`src/rtl/clk_timer_pkg.sv`:
```
package clk_timer_pkg;

    // register indices; byte address is four times the index
    localparam logic [29:0] IDX_PRIORITY = 30'h0000FF20;
    localparam logic [29:0] IDX_ENABLE   = 30'h0000FF22;
    localparam logic [29:0] IDX_FLAGS    = 30'h0000FF24;
    localparam logic [29:0] IDX_CONTROL  = 30'h0000FF40;
    localparam logic [29:0] IDX_COUNT    = 30'h0000FF41;

    // reset values
    localparam logic [7:0]  PRIORITY_RST = 8'h00;
    localparam logic [6:0]  ENABLE_RST   = 7'h00;
    localparam logic [3:0]  FLAGS_RST    = 4'h0;
    localparam logic [7:0]  COUNT_RST    = 8'h00;
    localparam logic [2:0]  FSEL_RST     = 3'h0;

    // control register fields
    localparam int RUN_BIT     = 0;
    localparam int CLEAR_BIT   = 1;
    localparam int WDOG_BIT    = 2;
    localparam int DIVIDED_FREQ_PIN_EN_BIT = 3;
    localparam int FSEL_LSB    = 4;
    localparam int FSEL_MSB    = 6;
    localparam int FSEL_OSC    = 2;    // select bit that picks the high-speed oscillator

    // enable / flag layout (clock timer part)
    localparam int EV_1HZ    = 0;
    localparam int EV_2HZ    = 1;
    localparam int EV_8HZ    = 2;
    localparam int EV_MINUTE = 3;
    localparam int EV_COUNT  = 4;
    localparam int ENABLE_W  = 7;      // clock timer plus stopwatch enables

    // counter stage positions
    localparam int STAGE_1HZ = 7;
    localparam int STAGE_2HZ = 6;
    localparam int STAGE_8HZ = 4;

    // priority register: timer field sits at the bottom
    localparam int TIMER_PRIO_LSB = 0;
    localparam int TIMER_PRIO_MSB = 1;

    // one-second events per minute event
    localparam logic [5:0] SECONDS_PER_MINUTE = 6'h3C;
    localparam logic [5:0] SECONDS_LAST       = 6'h3B;

    // AHB-Lite encodings
    localparam logic [2:0] HSIZE_WORD = 3'h2;
    localparam logic       HRESP_OKAY = 1'b0;

    typedef enum logic [2:0]
    {
        SEL_NONE     = 3'b000,
        SEL_PRIORITY = 3'b001,
        SEL_ENABLE   = 3'b010,
        SEL_FLAGS    = 3'b011,
        SEL_CONTROL  = 3'b100,
        SEL_COUNT    = 3'b101
    } reg_sel_t;

endpackage

```
`src/rtl/pin_sync.sv`:
```
`timescale 1ns/1ps
module pin_sync
    import clk_timer_pkg::*;
#(
    parameter int W = 1
)
(
    input  wire logic         clk_i,
    input  wire logic         rst_i,
    input  wire logic [W-1:0] d_i,
    output logic      [W-1:0] q_o
);

    typedef struct packed
    {
        logic [W-1:0] meta;
        logic [W-1:0] stable;
    } sync_state_t;

    sync_state_t s_r;
    sync_state_t s_nxt;

    // first stage feeds only the second stage
    always_comb
    begin
        s_nxt.meta   = d_i;
        s_nxt.stable = s_r.meta;
    end

    always_ff @(posedge clk_i or posedge rst_i)
    begin
        if (rst_i)
            s_r <= '0;
        else
            s_r <= s_nxt;
    end

    assign q_o = s_r.stable;

endmodule

```
`src/rtl/freq_out_gen.sv`:
```
`timescale 1ns/1ps
module freq_out_gen
    import clk_timer_pkg::*;
(
    input  wire logic       clk_i,
    input  wire logic       rst_i,
    input  wire logic       low_speed_osc_i,
    input  wire logic       high_speed_osc_i,
    input  wire logic [2:0] freq_select_i,
    input  wire logic       freq_pin_enable_i,
    output logic            divided_freq_pin_o
);

    typedef struct packed
    {
        logic       lo_prev;
        logic       hi_prev;
        logic [2:0] lo_div;
        logic [2:0] hi_div;
        logic       pin;
    } freq_state_t;

    freq_state_t s_r;
    freq_state_t s_nxt;
    logic [3:0]  lo_taps;
    logic [3:0]  hi_taps;

    // ripple dividers count rising edges of the already synchronised oscillators;
    // the fast oscillator is only honest well below half the system clock
    always_comb
    begin
        s_nxt         = s_r;
        s_nxt.lo_prev = low_speed_osc_i;
        s_nxt.hi_prev = high_speed_osc_i;
        if (low_speed_osc_i && !s_r.lo_prev)
            s_nxt.lo_div = s_r.lo_div + 3'h1;
        if (high_speed_osc_i && !s_r.hi_prev)
            s_nxt.hi_div = s_r.hi_div + 3'h1;
        lo_taps = {s_r.lo_div, low_speed_osc_i};
        hi_taps = {s_r.hi_div, high_speed_osc_i};
        // pin idles low while disabled
        if (!freq_pin_enable_i)
            s_nxt.pin = 1'b0;
        else if (freq_select_i[FSEL_OSC])
            s_nxt.pin = hi_taps[freq_select_i[1:0]];
        else
            s_nxt.pin = lo_taps[freq_select_i[1:0]];
    end

    always_ff @(posedge clk_i or posedge rst_i)
    begin
        if (rst_i)
            s_r <= '0;
        else
            s_r <= s_nxt;
    end

    assign divided_freq_pin_o = s_r.pin;
endmodule

```
`src/rtl/clk_timer.sv`:
```
// Contract
// - control D0 run-stop bit, reset zero
// - D6..D4 select oscillator divide, D3 enables pin
// - read-only count byte, D7 is 1 Hz
// - D0 is 128 Hz stage, binary chain
// - timer priority D1..D0, 00 masks
// - other priority fields plain read/write storage
// - 1 Hz interrupt enable bit
// - 2 Hz interrupt enable bit
// - 8 Hz interrupt enable bit
// - minute interrupt enable bit
// - stopwatch enable bits plain storage
// - 1 Hz flag sticky, write one clears
// - 2 Hz flag sticky, write one clears
// - 8 Hz flag sticky, write one clears
// - minute flag sticky, write one clears
// - stop only after one more count
`timescale 1ns/1ps
module clk_timer
    import clk_timer_pkg::*;
(
    input  wire logic        clk_i,
    input  wire logic        rst_i,
    // AHB-Lite slave
    input  wire logic        hsel_i,
    input  wire logic [31:0] haddr_i,
    input  wire logic [1:0]  htrans_i,
    input  wire logic        hwrite_i,
    input  wire logic [2:0]  hsize_i,
    input  wire logic [31:0] hwdata_i,
    input  wire logic        hready_i,
    output logic             hreadyout_o,
    output logic             hresp_o,
    output logic      [31:0] hrdata_o,
    // pins from the oscillator block
    input  wire logic        tick_256hz_i,
    input  wire logic        low_speed_osc_i,
    input  wire logic        high_speed_osc_i,
    // outputs
    output logic             divided_freq_pin_o,
    output logic             watchdog_clear_strobe_o,
    output logic             timer_irq_o,
    output logic      [1:0]  timer_irq_level_o
);

    typedef struct packed
    {
        // control register
        logic       count_run_stop;
        logic       freq_pin_enable;
        logic [2:0] freq_select;
        // counter
        logic [7:0] count;
        logic       counting;
        logic [5:0] seconds;
        logic       tick_prev;
        // interrupt registers
        logic [7:0] priority_reg;
        logic [6:0] enable_reg;
        logic [3:0] flags;
        // strobes
        logic       wdog_pulse;
        // bus data phase
        logic       dp_write;
        reg_sel_t   dp_sel;
        logic [31:0] rdata;
    } timer_state_t;

    timer_state_t s_r;
    timer_state_t s_nxt;

    logic [2:0] pins_sync;
    logic       tick_sync;
    logic       lo_sync;
    logic       hi_sync;

    logic       addr_valid;
    reg_sel_t   addr_sel;
    logic       wr_ctrl;
    logic       wr_prio;
    logic       wr_enable;
    logic       wr_flags;
    logic [7:0] wbyte;
    logic [3:0] w1c;
    logic       tick_rise;
    logic       advance;
    logic       clear_cmd;
    logic [7:0] count_inc;
    logic [3:0] events;
    logic       pending_any;

    // address decode: one aligned word per register index
    function automatic reg_sel_t decode(input logic [31:0] addr);
        reg_sel_t sel;
        sel = SEL_NONE;
        case (addr[31:2])
            IDX_PRIORITY: sel = SEL_PRIORITY;
            IDX_ENABLE:   sel = SEL_ENABLE;
            IDX_FLAGS:    sel = SEL_FLAGS;
            IDX_CONTROL:  sel = SEL_CONTROL;
            IDX_COUNT:    sel = SEL_COUNT;
            default:      sel = SEL_NONE;
        endcase
        return sel;
    endfunction

    // a stage completes a period when it falls from one to zero
    function automatic logic stage_fell(input logic [7:0] before_v,
                                        input logic [7:0] after_v,
                                        input int         pos);
        return before_v[pos] && !after_v[pos];
    endfunction

    // register read mux; strobe bits and unused bits read as zero
    function automatic logic [31:0] read_word(input timer_state_t st, input reg_sel_t sel);
        logic [31:0] w;
        w = 32'h0000_0000;
        case (sel)
            SEL_PRIORITY: w[7:0] = st.priority_reg;
            SEL_ENABLE:   w[6:0] = st.enable_reg;
            SEL_FLAGS:    w[3:0] = st.flags;
            SEL_CONTROL:
            begin
                w[RUN_BIT]           = st.count_run_stop;
                w[DIVIDED_FREQ_PIN_EN_BIT]       = st.freq_pin_enable;
                w[FSEL_MSB:FSEL_LSB] = st.freq_select;
            end
            SEL_COUNT:    w[7:0] = st.count;
            default:      w = 32'h0000_0000;
        endcase
        return w;
    endfunction

    // the 256 Hz tick and both oscillators come from outside this clock
    pin_sync #(
        .W (3)
    ) u_pin_sync (
        .clk_i (clk_i),
        .rst_i (rst_i),
        .d_i   ({high_speed_osc_i, low_speed_osc_i, tick_256hz_i}),
        .q_o   (pins_sync)
    );

    assign tick_sync = pins_sync[0];
    assign lo_sync   = pins_sync[1];
    assign hi_sync   = pins_sync[2];

    freq_out_gen u_freq_out_gen (
        .clk_i              (clk_i),
        .rst_i              (rst_i),
        .low_speed_osc_i    (lo_sync),
        .high_speed_osc_i   (hi_sync),
        .freq_select_i      (s_r.freq_select),
        .freq_pin_enable_i  (s_r.freq_pin_enable),
        .divided_freq_pin_o (divided_freq_pin_o)
    );

    // next-state logic: bus writes land first, then counter and flags
    always_comb
    begin
        s_nxt = s_r;

        // address phase; only whole-word transfers are honoured
        addr_valid = hsel_i && htrans_i[1] && hready_i && (hsize_i == HSIZE_WORD);
        addr_sel   = addr_valid ? decode(haddr_i) : SEL_NONE;
        s_nxt.dp_write = addr_valid && hwrite_i;
        s_nxt.dp_sel   = addr_sel;

        // data phase write strobes
        wbyte     = hwdata_i[7:0];
        wr_ctrl   = s_r.dp_write && (s_r.dp_sel == SEL_CONTROL);
        wr_prio   = s_r.dp_write && (s_r.dp_sel == SEL_PRIORITY);
        wr_enable = s_r.dp_write && (s_r.dp_sel == SEL_ENABLE);
        wr_flags  = s_r.dp_write && (s_r.dp_sel == SEL_FLAGS);

        // control register fields
        if (wr_ctrl)
        begin
            s_nxt.count_run_stop  = wbyte[RUN_BIT];
            s_nxt.freq_pin_enable = wbyte[DIVIDED_FREQ_PIN_EN_BIT];
            s_nxt.freq_select     = wbyte[FSEL_MSB:FSEL_LSB];
        end
        clear_cmd        = wr_ctrl && wbyte[CLEAR_BIT];
        s_nxt.wdog_pulse = wr_ctrl && wbyte[WDOG_BIT];

        // all four priority fields are stored whole
        if (wr_prio)
            s_nxt.priority_reg = wbyte;
        // timer and stopwatch enables
        if (wr_enable)
            s_nxt.enable_reg = wbyte[ENABLE_W-1:0];

        // counter advances on a 256 Hz edge while running, and once more after a stop
        s_nxt.tick_prev = tick_sync;
        tick_rise = tick_sync && !s_r.tick_prev;
        advance   = tick_rise && (s_r.count_run_stop || s_r.counting);
        count_inc = s_r.count + 8'h01;
        events    = '0;

        if (clear_cmd)
        begin
            // clear wins over a coincident tick; no events from a clear
            s_nxt.count   = COUNT_RST;
            s_nxt.seconds = 6'h00;
        end
        else if (advance)
        begin
            s_nxt.count      = count_inc;
            events[EV_1HZ]   = stage_fell(s_r.count, count_inc, STAGE_1HZ);
            events[EV_2HZ]   = stage_fell(s_r.count, count_inc, STAGE_2HZ);
            events[EV_8HZ]   = stage_fell(s_r.count, count_inc, STAGE_8HZ);
            if (events[EV_1HZ])
            begin
                if (s_r.seconds == SECONDS_LAST)
                begin
                    s_nxt.seconds     = 6'h00;
                    events[EV_MINUTE] = 1'b1;
                end
                else
                begin
                    s_nxt.seconds = s_r.seconds + 6'h01;
                end
            end
        end

        // a stop request lets exactly one more count through
        if (s_nxt.count_run_stop)
            s_nxt.counting = 1'b1;
        else if (advance)
            s_nxt.counting = 1'b0;

        // sticky flags: an event in the clearing cycle survives
        w1c         = wr_flags ? wbyte[EV_COUNT-1:0] : 4'h0;
        s_nxt.flags = (s_r.flags & ~w1c) | events;

        // read data is taken from the post-write state so a read right after
        // a write sees the new value
        s_nxt.rdata = (addr_valid && !hwrite_i) ? read_word(s_nxt, addr_sel) : 32'h0000_0000;
    end

    always_ff @(posedge clk_i or posedge rst_i)
    begin
        if (rst_i)
        begin
            s_r                 <= '0;
            s_r.priority_reg    <= PRIORITY_RST;
            s_r.enable_reg      <= ENABLE_RST;
            s_r.flags           <= FLAGS_RST;
            s_r.count           <= COUNT_RST;
            s_r.freq_select     <= FSEL_RST;
            s_r.dp_sel          <= SEL_NONE;
        end
        else
        begin
            s_r <= s_nxt;
        end
    end

    // zero-wait slave, always OKAY
    assign hreadyout_o = 1'b1;
    assign hresp_o     = HRESP_OKAY;
    assign hrdata_o    = s_r.rdata;

    assign watchdog_clear_strobe_o = s_r.wdog_pulse;

    // level interrupt: unmasked pending flag and a non-zero priority
    assign pending_any = |(s_r.flags & s_r.enable_reg[EV_COUNT-1:0]);
    assign timer_irq_o = pending_any &&
                         (s_r.priority_reg[TIMER_PRIO_MSB:TIMER_PRIO_LSB] != 2'b00);
    assign timer_irq_level_o = timer_irq_o ?
                               s_r.priority_reg[TIMER_PRIO_MSB:TIMER_PRIO_LSB] : 2'b00;
endmodule

```
`config.mk`:
```
export PLATFORM = sky130hd
export DESIGN_NAME = clk_timer
export DESIGN_NICKNAME = d
export VERILOG_FILES = /design/src/rtl/clk_timer_pkg.sv /design/src/rtl/pin_sync.sv /design/src/rtl/freq_out_gen.sv /design/src/rtl/clk_timer.sv
export SDC_FILE = /design/constraint.sdc
export NUM_CORES = 1
export LEC_CHECK = 0
export BUFFER_PORTS_ARGS = -buffer_cell sky130_fd_sc_hd__buf_2
export CAP_MARGIN = 10
export CORE_UTILIZATION = 40
export DETAILED_ROUTE_END_ITERATION = 7
export HOLD_SLACK_MARGIN = 0.05
export PLACE_DENSITY = 0.68
export SETUP_SLACK_MARGIN = 0.15
export SLEW_MARGIN = 20
export SYNTH_ARGS = -nofsm -noshare
export SYNTH_HDL_FRONTEND = slang
export SYNTH_SLANG_ARGS = --single-unit
```
`constraint.sdc`:
```
create_clock -name clk_i -period 5.9 [get_ports clk_i]
set_input_delay 1.18 -clock clk_i [delete_from_list [all_inputs] [get_ports clk_i]]
set_output_delay 1.18 -clock clk_i [all_outputs]
set_load 0.01 [all_outputs]
```
==> impl_metrics.json, run 1 <==
{
  "tritoncts": "built",
  "worstPathArrival_ns": 3.56,
  "path_class": "input pin to flip-flop",
  "ys_types": 62,
  "clkTransAtPathRegs_ns": 0.07,
  "ioPinCount": 116,
  "path_cells": "buf_2 > nor4_2 > nand4_1 > or4_4 > nor2_1 > inv_1 > ha_1 > a221oi_1",
  "maxCapViolCount": 0,
  "min_from": "u_pin_sync.s_nxt[1]",
  "area_growth_pct": 12.9,
  "pwr-share-clk_pct": 40.3,
  "drtPass1Iterations": 4,
  "setup_tns_ns": 0,
  "pre_cts_slack_ns": 2.15,
  "ant_nets": 0,
  "tightestPinTransition_ns": 1.04,
  "cts_setup_buffers": 0,
  "drive_above_1_share_pct": 32.5,
  "std_cell_rows": 34,
  "cts_hold_buf": 0,
  "syn_area_per_cell_sq_um": 11.0,
  "grt_pass1_wl_microns": 12400,
  "clk_path_buf_depth": 2,
  "crit_path_top_delay_cell": "or4_4",
  "coreArea_sq_um": 8760,
  "antenna_found_initial": 0,
  "clock_latency_ns": 0.34,
  "grt_max_degree": 69,
  "vias_per_cell": 5.23,
  "rr_endpoint": "hrdata_o[0]",
  "netlist_area_sq_um": 3630,
  "post_drt_wl_per_cell_microns": 14.5,
  "reg2reg_from": "s_r[32]",
  "slowest_delay_ns": 0.68,
  "drcViolationCount": 0,
  "cts.sinks": 68,
  "fp.dieW_microns": 97.2,
  "cp_data_required_time_ns": 6.11,
  "cellInternalPower_w": 0.000829,
  "grt_use_total_pct": 16.6,
  "outcome": "finished, final reports clean",
  "grt_pass1_vias": 2530,
  "final_util_pct": 46.7,
  "initial_core_util_pct": 41.4,
  "synth_flop_cell": "dfrtp_1",
  "htreeDepth": 3,
  "clock.fmax_ghz": 0.298,
  "power.switching_w": 0.000260,
  "power_density_nw_per_um2": 266,
  "ys_async_sr_fraction_pct": 100,
  "maxSlewViolCount": 0,
  "cp_top_family": "simple AND/OR/NAND/NOR gates",
  "hold_viol": 0,
  "cts_buffers": 9,
  "ys_ff_latch": 68,
  "numPortBuffers": 62,
  "hold_path_depth": 0,
  "whs_ns": 0.350,
  "rsz0062_at_grt": "false",
  "ir_drop_v": 0.000104,
  "dp_hpwl_microns": 5370,
  "nNetsFinal": 471,
  "netlist_instances": 330,
  "startpoint_type": "input pin",
  "gr-total-overflow": 0,
  "slew_headroom_pct": 29.8,
  "drt-total-wl_microns": 7230,
  "drt_iter0_drc": 94,
  "layout_setup_ws_ns": 2.55,
  "clock_skew_ns": 0.00460,
  "r2r_slack_ns": 3.37,
  "min_path_type": "flip-flop to flip-flop",
  "place_congestion": 0.815,
  "root_buffer": "clkbuf_8",
  "yosysSeqAreaShare_pct": 46.9,
  "combPwrFrac_pct": 10.5,
  "vias": 2610,
  "seqPwrFrac_pct": 49.2,
  "die_y_microns": 97.2,
  "finalPower_w": 0.00109,
  "min_period_ns": 3.35,
  "yosysWarningCount": 0,
  "cp_max_fo": 11,
  "dieArea_sq_um": 9450,
  "min_to": "u_pin_sync.q_o[1]",
  "crit_buf_inv": 2,
  "p_leak_nw": 1.90,
  "cts-resized-gates": 0,
  "switching_share_pct": 23.9,
  "rr_worst_depth": 6,
  "synth_edf_count": 0,
  "cp-end-kind": "flip-flop",
  "setup_viol": 0,
  "n_antenna_cell": 0,
  "fin_crit_sh_pct": 56.9
}
[flip-flops by register name, indices dropped and copies added, names as in the netlist]
| name | count |
|---|---|
| u_pin_sync.q_o | 3 |
| watchdog_clear_strobe_o | 1 |
| s_r | 44 |
| u_pin_sync.s_nxt | 3 |
| u_freq_out_gen.divided_freq_pin_o | 1 |
| hrdata_o | 8 |
| u_freq_out_gen.hi_taps | 3 |
| u_freq_out_gen.s_r | 2 |
| u_freq_out_gen.lo_taps | 3 |
[layout by cell type (no fill, tap or decap), drive strengths merged, types with 7 or more instances in the layout]
| master | synthesis | final |
|---|---|---|
| and2 | 7 | 7 |
| a21oi | 10 | 10 |
| conb | 2 | 26 |
| mux2 | 21 | 21 |
| buf | 37 | 64 |
| nor2 | 20 | 20 |
| nor3b | 7 | 7 |
| mux2i | 7 | 7 |
| nor3 | 8 | 8 |
| ha | 8 | 8 |
| o21ai | 7 | 7 |
| dfrtp | 68 | 68 |
| clkbuf | 6 | 12 |
| nand2 | 36 | 36 |
[worst max-delay path by stage]
stage / start / end / slack (ns) / cells past startpoint
detailed placement: haddr_i[19] / hrdata_o[0] / 2.15 / 8
floorplan: hsize_i[0] / hrdata_o[0] / 2.86 / 7
global route: haddr_i[19] / hrdata_o[0] / 2.36 / 8
CTS: haddr_i[19] / hrdata_o[0] / 2.52 / 8
finish: haddr_i[19] / hrdata_o[0] / 2.55 / 8
global placement: haddr_i[19] / hrdata_o[0] / 2.20 / 8
[kinds of logic (layout without fill, tap and decap cells)]
group	count (synthesis)	count (layout)	synth area share, %
flops	68	68	46.9
simple gates	121	121	20.0
fa+ha+maj	8	8	2.76
other cells	2	26	0.207
compound gates	44	44	8.76
buf+inv	48	85	9.49
mux	30	30	9.69
xor+xnor	9	9	2.17
[power by group through the flow]
stage	Combinational [W]	Sequential (W)	Clock [W]
final	0.000114	0.000536	0.000439
after global routing	0.000134	0.000542	0.000473
after CTS	0.000117	0.000536	0.000449
after detailed placement	0.000117	0.000544	0
after global placement	0.000108	0.000541	0
after floorplan	0.0000906	0.000535	0
[per-stage QoR]
stage	cells	cell area, sq um
global placement	483	3860
detailed placement	483	3860
global route	499	4090
CTS	499	4090
finish	499	4090
floorplan	354	3720
[worst reg2reg max path: stages, from the launching register on]
cell	delay, ns
dfrtp_1	0.42
nor4bb_2	0.92
mux2_2	0.33
o21ai_0	0.10
a31oi_1	0.19
o21bai_2	0.09
a221oi_1	0.35
[layout make-up]
| class | instances | area, sq um |
|---|---|---|
| well taps | 108 | 135 |
| repair buffers | 64 | 325 |
| flip-flops and latches | 68 | 1700 |
| clock inverters | 4 | 70.1 |
| fillers | 834 | 4670 |
| clock buffers | 12 | 165 |
| inverters | 5 | 18.8 |
| multi-input cells | 238 | 1680 |
[cell usage after synthesis (2+ instances only)]
master     count  area share, %
or2_2          2           0.34
xnor2_1        6            1.4
o211ai_1       2           0.41
and3_1         5           0.86
nor4b_1        2           0.48
nor3b_2        3            1.0
buf_6          2           0.62
ha_1           8            2.8
nor2b_1        3           0.52
a32o_1         3           0.83
nand2_1       36            3.7
conb_1         2           0.21
nor3_1         6           0.83
mux4_2         2            1.2
clkbuf_8       2           0.76
mux2i_1        7            1.9
a22oi_1        4           0.83
clkbuf_1       4           0.41
o31ai_1        2           0.41
inv_1          5           0.52
nor2_1        18            1.9
and2_1         7            1.2
buf_4         34            7.0
mux2_2        21            6.5
o21ai_0        5           0.69
nor3b_1        4           0.83
o21bai_2       2           0.62
nor4bb_1       3           0.83
o2bb2ai_1      2           0.48
a31oi_1        4           0.69
xor2_1         3           0.72
nor4_2         4            1.4
dfrtp_1       68             47
nand3_1        5           0.69
nand4_1        5           0.86
a21oi_1       10            1.4
or3_1          2           0.34
nand2b_1       3           0.52
[layer usage]
layer	global-route usage (%)	part of all wire, %	vias up
met1	22.4	45	1263
met2	25.8	47	110
met5	0	0	-
li1	-	-	1225
met3	4.03	6.1	12
met4	6.33	1.8	0
(Power assumes the default switching activity.)
==> inputs of run 2 (changes only) <==
--- a/config.mk
+++ b/config.mk
@@ -10,7 +10,7 @@
 export CORE_UTILIZATION = 40
 export DETAILED_ROUTE_END_ITERATION = 7
 export HOLD_SLACK_MARGIN = 0.05
-export PLACE_DENSITY = 0.68
+export PLACE_DENSITY = 0.71
 export SETUP_SLACK_MARGIN = 0.15
 export SLEW_MARGIN = 20
 export SYNTH_ARGS = -nofsm -noshare
==> constraint.sdc (replaced) <==
create_clock -name clk_i -period 2.8 [get_ports clk_i]
set_input_delay 0.56 -clock clk_i [delete_from_list [all_inputs] [get_ports clk_i]]
set_output_delay 0.56 -clock clk_i [all_outputs]
set_load 0.01 [all_outputs]
==> run 2 against run 1 <==
Final area grew 1.4%. Utilization grew 0.64 points. Critical path depth is the same. Sequential share of layout area shrank 0.56 points. Routed wire length shrank 0.26%. Final cell count grew 2.2%.
==> impl_metrics.json, run 2 (same netlist as run 1, synthesis figures left out) <==
{
  "outcome": "finished, final reports clean",
  "final_cell_mix": "68 x dfrtp_1, 62 x buf_2, 36 x nand2_1, 26 x conb_1, 21 x mux2_2",
  "clock_skew_ns": 0.00746,
  "cts-resized-gates": 0,
  "place_area_sq_um": 3950,
  "whs_ns": 0.320,
  "stdcell_count": 510,
  "p_leak_nw": 1.94,
  "drtPass1Iterations": 5,
  "cp_data_required_time_ns": 2.99,
  "die_y_microns": 97.2,
  "clk_path_buf_depth": 2,
  "grt_max_degree": 38,
  "vias_per_cell": 5.15,
  "maxSlewViolCount": 0,
  "cp_max_fo": 2,
  "ioPinCount": 116,
  "min_period_ns": 2.47,
  "area_growth_pct": 14.4,
  "post_drt_wl_per_cell_microns": 14.1,
  "setup_viol": 0,
  "ir_drop_v": 0.000236,
  "vias": 2626,
  "drt_iter0_drc": 170,
  "design_area_sq_um": 4150,
  "cts_setup_buffers": 0,
  "grt_pass1_wl_microns": 12500,
  "cts_hold_buf": 0,
  "gr-total-overflow": 0,
  "cts_buffers": 9,
  "drt-total-wl_microns": 7210,
  "final_util_pct": 47.4,
  "drive_above_1_share_pct": 33.8,
  "min_path_type": "input pin to async pin",
  "clock_latency_ns": 0.33,
  "cts.sinks": 68,
  "tightestPinTransition_ns": 0.673,
  "grt_use_total_pct": 16.5,
  "grt_pass1_vias": 2534,
  "finalPower_w": 0.00218,
  "dp_cells": 494,
  "fp.dieW_microns": 97.2,
  "clock.fmax_ghz": 0.405,
  "antenna_found_initial": 0,
  "fin_crit_sh_pct": 88.1,
  "numPortBuffers": 62,
  "root_buffer": "clkbuf_8",
  "nNetsFinal": 482,
  "n_antenna_cell": 0,
  "std_cell_rows": 34,
  "place_congestion": 0.817,
  "power_density_nw_per_um2": 525,
  "maxCapViolCount": 0,
  "path_class": "input pin to flip-flop",
  "coreArea_sq_um": 8760,
  "ant_nets": 0,
  "largest_reg_flops": 44,
  "hold_viol": 0,
  "htreeDepth": 3,
  "regMostFlops": "s_r",
  "slew_headroom_pct": 55.1,
  "drcViolationCount": 0,
  "clkTransAtPathRegs_ns": 0.07,
  "tritoncts": "built",
  "dieArea_sq_um": 9450,
  "worstPathArrival_ns": 2.66,
  "cp-end-kind": "flip-flop",
  "final_common_cell": "dfrtp_1",
  "dp_hpwl_microns": 5580,
  "rsz0062_at_grt": "false",
  "initial_core_util_pct": 41.4,
  "startpoint_type": "input pin"
}
==> run 2: changes by cell type in the layout (fill, tap and decap cells not counted) <==
cell        previous run  this run
clkbuf_8              12        11
bufinv_16              2         1
buf_12                 0         1
clkinvlp_4             0         1
nor4bb_1               2         3
buf_4                  2        12
clkbuf_1               0         1
nor4bb_2               1         0
==> run 2: layout make-up <==
cell class	instances	area, sq um
fill	809	4610
sequential	68	1700
multi-input combinational	238	1670
timing repair buffer	75	420
clock buffer	12	155
tap	108	135
clock inverter	4	47.5
inverter	5	18.8
==> run 2: per-layer routing <==
| layer | GRT usage (%) | wire length [microns] |
|---|---|---|
| met5 | 0 | 0 |
| met1 | 22.6 | 3230 |
| met2 | 25.6 | 3340 |
| met3 | 4.17 | 544 |
| met4 | 5.88 | 93 |
==> run 2: worst paths after layout <==
check                                         start                  end  slack [ns]  depth (start not counted)
worst min register to register  u_pin_sync.s_nxt[2]    u_pin_sync.q_o[2]        0.35                          0
worst min-delay path                          rst_i              s_r[59]        0.32                          2
worst max register to register              s_r[67]          hrdata_o[0]        0.57                          9
max in group asynchronous                     rst_i              s_r[74]        1.85                          3
min in group clk_i                     tick_256hz_i  u_pin_sync.s_nxt[0]        0.33                          1
worst max-delay path                    haddr_i[19]          hrdata_o[0]        0.33                          8
==> run 2: through the flow <==
| stage | setup slack, ns | TNS, ns |
|---|---|---|
| 2_1_floorplan | 0.380 | 0 |
| 3_3_place_gp | 0.0420 | 0 |
| 4_1_cts | 0.328 | 0 |
| 6_report | 0.333 | 0 |
| 5_1_grt | 0.208 | 0 |
| 3_5_place_dp | -0.0219 | -0.0219 |
==> run 2: power by group <==
part	internal, W	switching, W	leakage (nW)
combinational	0.000116	0.000126	0.959
clock	0.000457	0.000353	0.102
sequential	0.00106	0.0000662	0.878
==> run 2: worst max-delay path, cell delays in order <==
cell and delay (ns):
buf_2 0.11, nor4_2 0.29, nand4_1 0.19, or4_4 0.57, nor2_1 0.13, inv_1 0.06, ha_1 0.32, a221oi_1 0.42
==> inputs of run 3 (changes only) <==
--- a/config.mk
+++ b/config.mk
@@ -11,6 +11,7 @@
 export DETAILED_ROUTE_END_ITERATION = 7
 export HOLD_SLACK_MARGIN = 0.05
 export PLACE_DENSITY = 0.71
+export RECOVER_POWER = 50
 export SETUP_SLACK_MARGIN = 0.15
 export SLEW_MARGIN = 20
 export SYNTH_ARGS = -nofsm -noshare
==> run 3 against run 2 <==
Sequential power is essentially flat. Via count grew 0.46%. Sequential share of layout area grew 0.15 points. Sequential cell count is the same. Final cell count is the same. Largest cell class unchanged. Highest routed layer unchanged.
==> impl_metrics.json, run 3 (same netlist as run 1, synthesis figures left out) <==
{
  "outcome": "finished, final reports clean",
  "post_drt_wl_per_cell_microns": 14.1,
  "clkTransAtPathRegs_ns": 0.07,
  "min_path_type": "input pin to flip-flop",
  "fp.dieW_microns": 97.2,
  "area_growth_pct": 14.0,
  "antenna_found_initial": 0,
  "maxCapViolCount": 0,
  "rr_worst_depth": 9,
  "regMostFlops": "s_r",
  "power_density_nw_per_um2": 527,
  "ant_nets": 0,
  "htreeDepth": 3,
  "p_leak_nw": 1.93,
  "place_congestion": 0.817,
  "fin_crit_sh_pct": 87.9,
  "cts-resized-gates": 0,
  "numPortBuffers": 62,
  "die_y_microns": 97.2,
  "clk_path_buf_depth": 2,
  "cts_hold_buf": 0,
  "cp-end-kind": "flip-flop",
  "ff_latch_area_sq_um": 1700,
  "drive_above_1_share_pct": 33.6,
  "startpoint_type": "input pin",
  "dp_hpwl_microns": 5580,
  "gr-total-overflow": 0,
  "stdcell_count": 510,
  "drcViolationCount": 0,
  "tightestPinTransition_ns": 1.15,
  "path_class": "input pin to flip-flop",
  "cts.sinks": 68,
  "initial_core_util_pct": 41.4,
  "ir_drop_v": 0.000236,
  "grt_pass1_vias": 2534,
  "setup_viol": 0,
  "largest_reg_flops": 44,
  "cts_buffers": 9,
  "drt-total-wl_microns": 7210,
  "final_util_pct": 47.2,
  "cp_max_fo": 2,
  "final_common_cell": "dfrtp_1",
  "std_cell_rows": 34,
  "dieArea_sq_um": 9450,
  "tritoncts": "built",
  "clock.fmax_ghz": 0.406,
  "grt_use_total_pct": 16.5,
  "min_period_ns": 2.46,
  "hold_viol": 0,
  "clock_latency_ns": 0.34,
  "multi_input_area_sq_um": 1670,
  "maxSlewViolCount": 0,
  "vias_per_cell": 5.17,
  "drtPass1Iterations": 4,
  "vias": 2638,
  "n_antenna_cell": 0,
  "fillers": 810,
  "worstPathArrival_ns": 2.66,
  "dp_cells": 494,
  "cp_data_required_time_ns": 3.00,
  "final_cell_mix": "68 x dfrtp_1, 62 x buf_2, 36 x nand2_1, 26 x conb_1, 21 x mux2_2",
  "r2r_slack_ns": 0.58,
  "hold_path_depth": 1,
  "grt_max_degree": 38,
  "nNetsFinal": 482,
  "rsz0062_at_grt": "false",
  "ioPinCount": 116,
  "cts_setup_buffers": 0,
  "coreArea_sq_um": 8760,
  "drt_iter0_drc": 167,
  "grt_pass1_wl_microns": 12500,
  "slew_headroom_pct": 23.0,
  "root_buffer": "clkbuf_8",
  "clock_skew_ns": 0.00785,
  "whs_ns": 0.325
}
## run 3: changes by cell type in the layout (fill, tap and decap cells not counted), sizes merged
cell	change
buf	-1
clkbuf	+1
## run 3: area by class of cell
class,count,share of cell area [%]
Clock inverter,4,1.15
Inverter,5,0.454
Tap cell,108,3.27
Multi-Input combinational cell,238,40.4
Sequential cell,68,41.1
Clock buffer,12,3.75
Timing Repair Buffer,75,9.80
## run 3: worst paths after layout
kind | startpoint | to
setup reg to reg | s_r[67] | hrdata_o[0]
min in group asynchronous | rst_i | s_r[59]
hold / removal | tick_256hz_i | u_pin_sync.s_nxt[0]
setup / recovery | haddr_i[19] | hrdata_o[0]
hold reg to reg | u_pin_sync.s_nxt[2] | u_pin_sync.q_o[2]
max in group asynchronous | rst_i | s_r[71]
## run 3: power by group
part	internal [W]	switching, W
registers	0.00106	0.0000663
clock network	0.000457	0.000357
logic	0.000113	0.000125
## run 3: routing by layer
layer  vias up  wire length, microns  track usage [%]
met3        11                   555             4.17
met5         -                     0                0
li1       1255                     -                -
met1      1261                  3210             22.6
met2       111                  3300             25.6
met4         0                   142             5.88
## run 3: through the flow
stage / power [W] / area, sq um / TNS [ns] / setup WS [ns]
final: 0.00218 / 4140 / 0 / 0.339
after global routing: 0.00230 / 4140 / 0 / 0.208
after CTS: 0.00220 / 4150 / 0 / 0.328
after detailed placement: 0.00139 / 3950 / -0.0219 / -0.0219
after global placement: 0.00137 / 3950 / 0 / 0.0420
after floorplan: 0.00132 / 3720 / 0 / 0.380
## run 3: critical path: stages
cell	delay, ns
buf_2	0.11
nor4_2	0.29
nand4_1	0.19
or4_4	0.57
nor2_1	0.13
inv_1	0.06
ha_1	0.32
a221oi_1	0.42
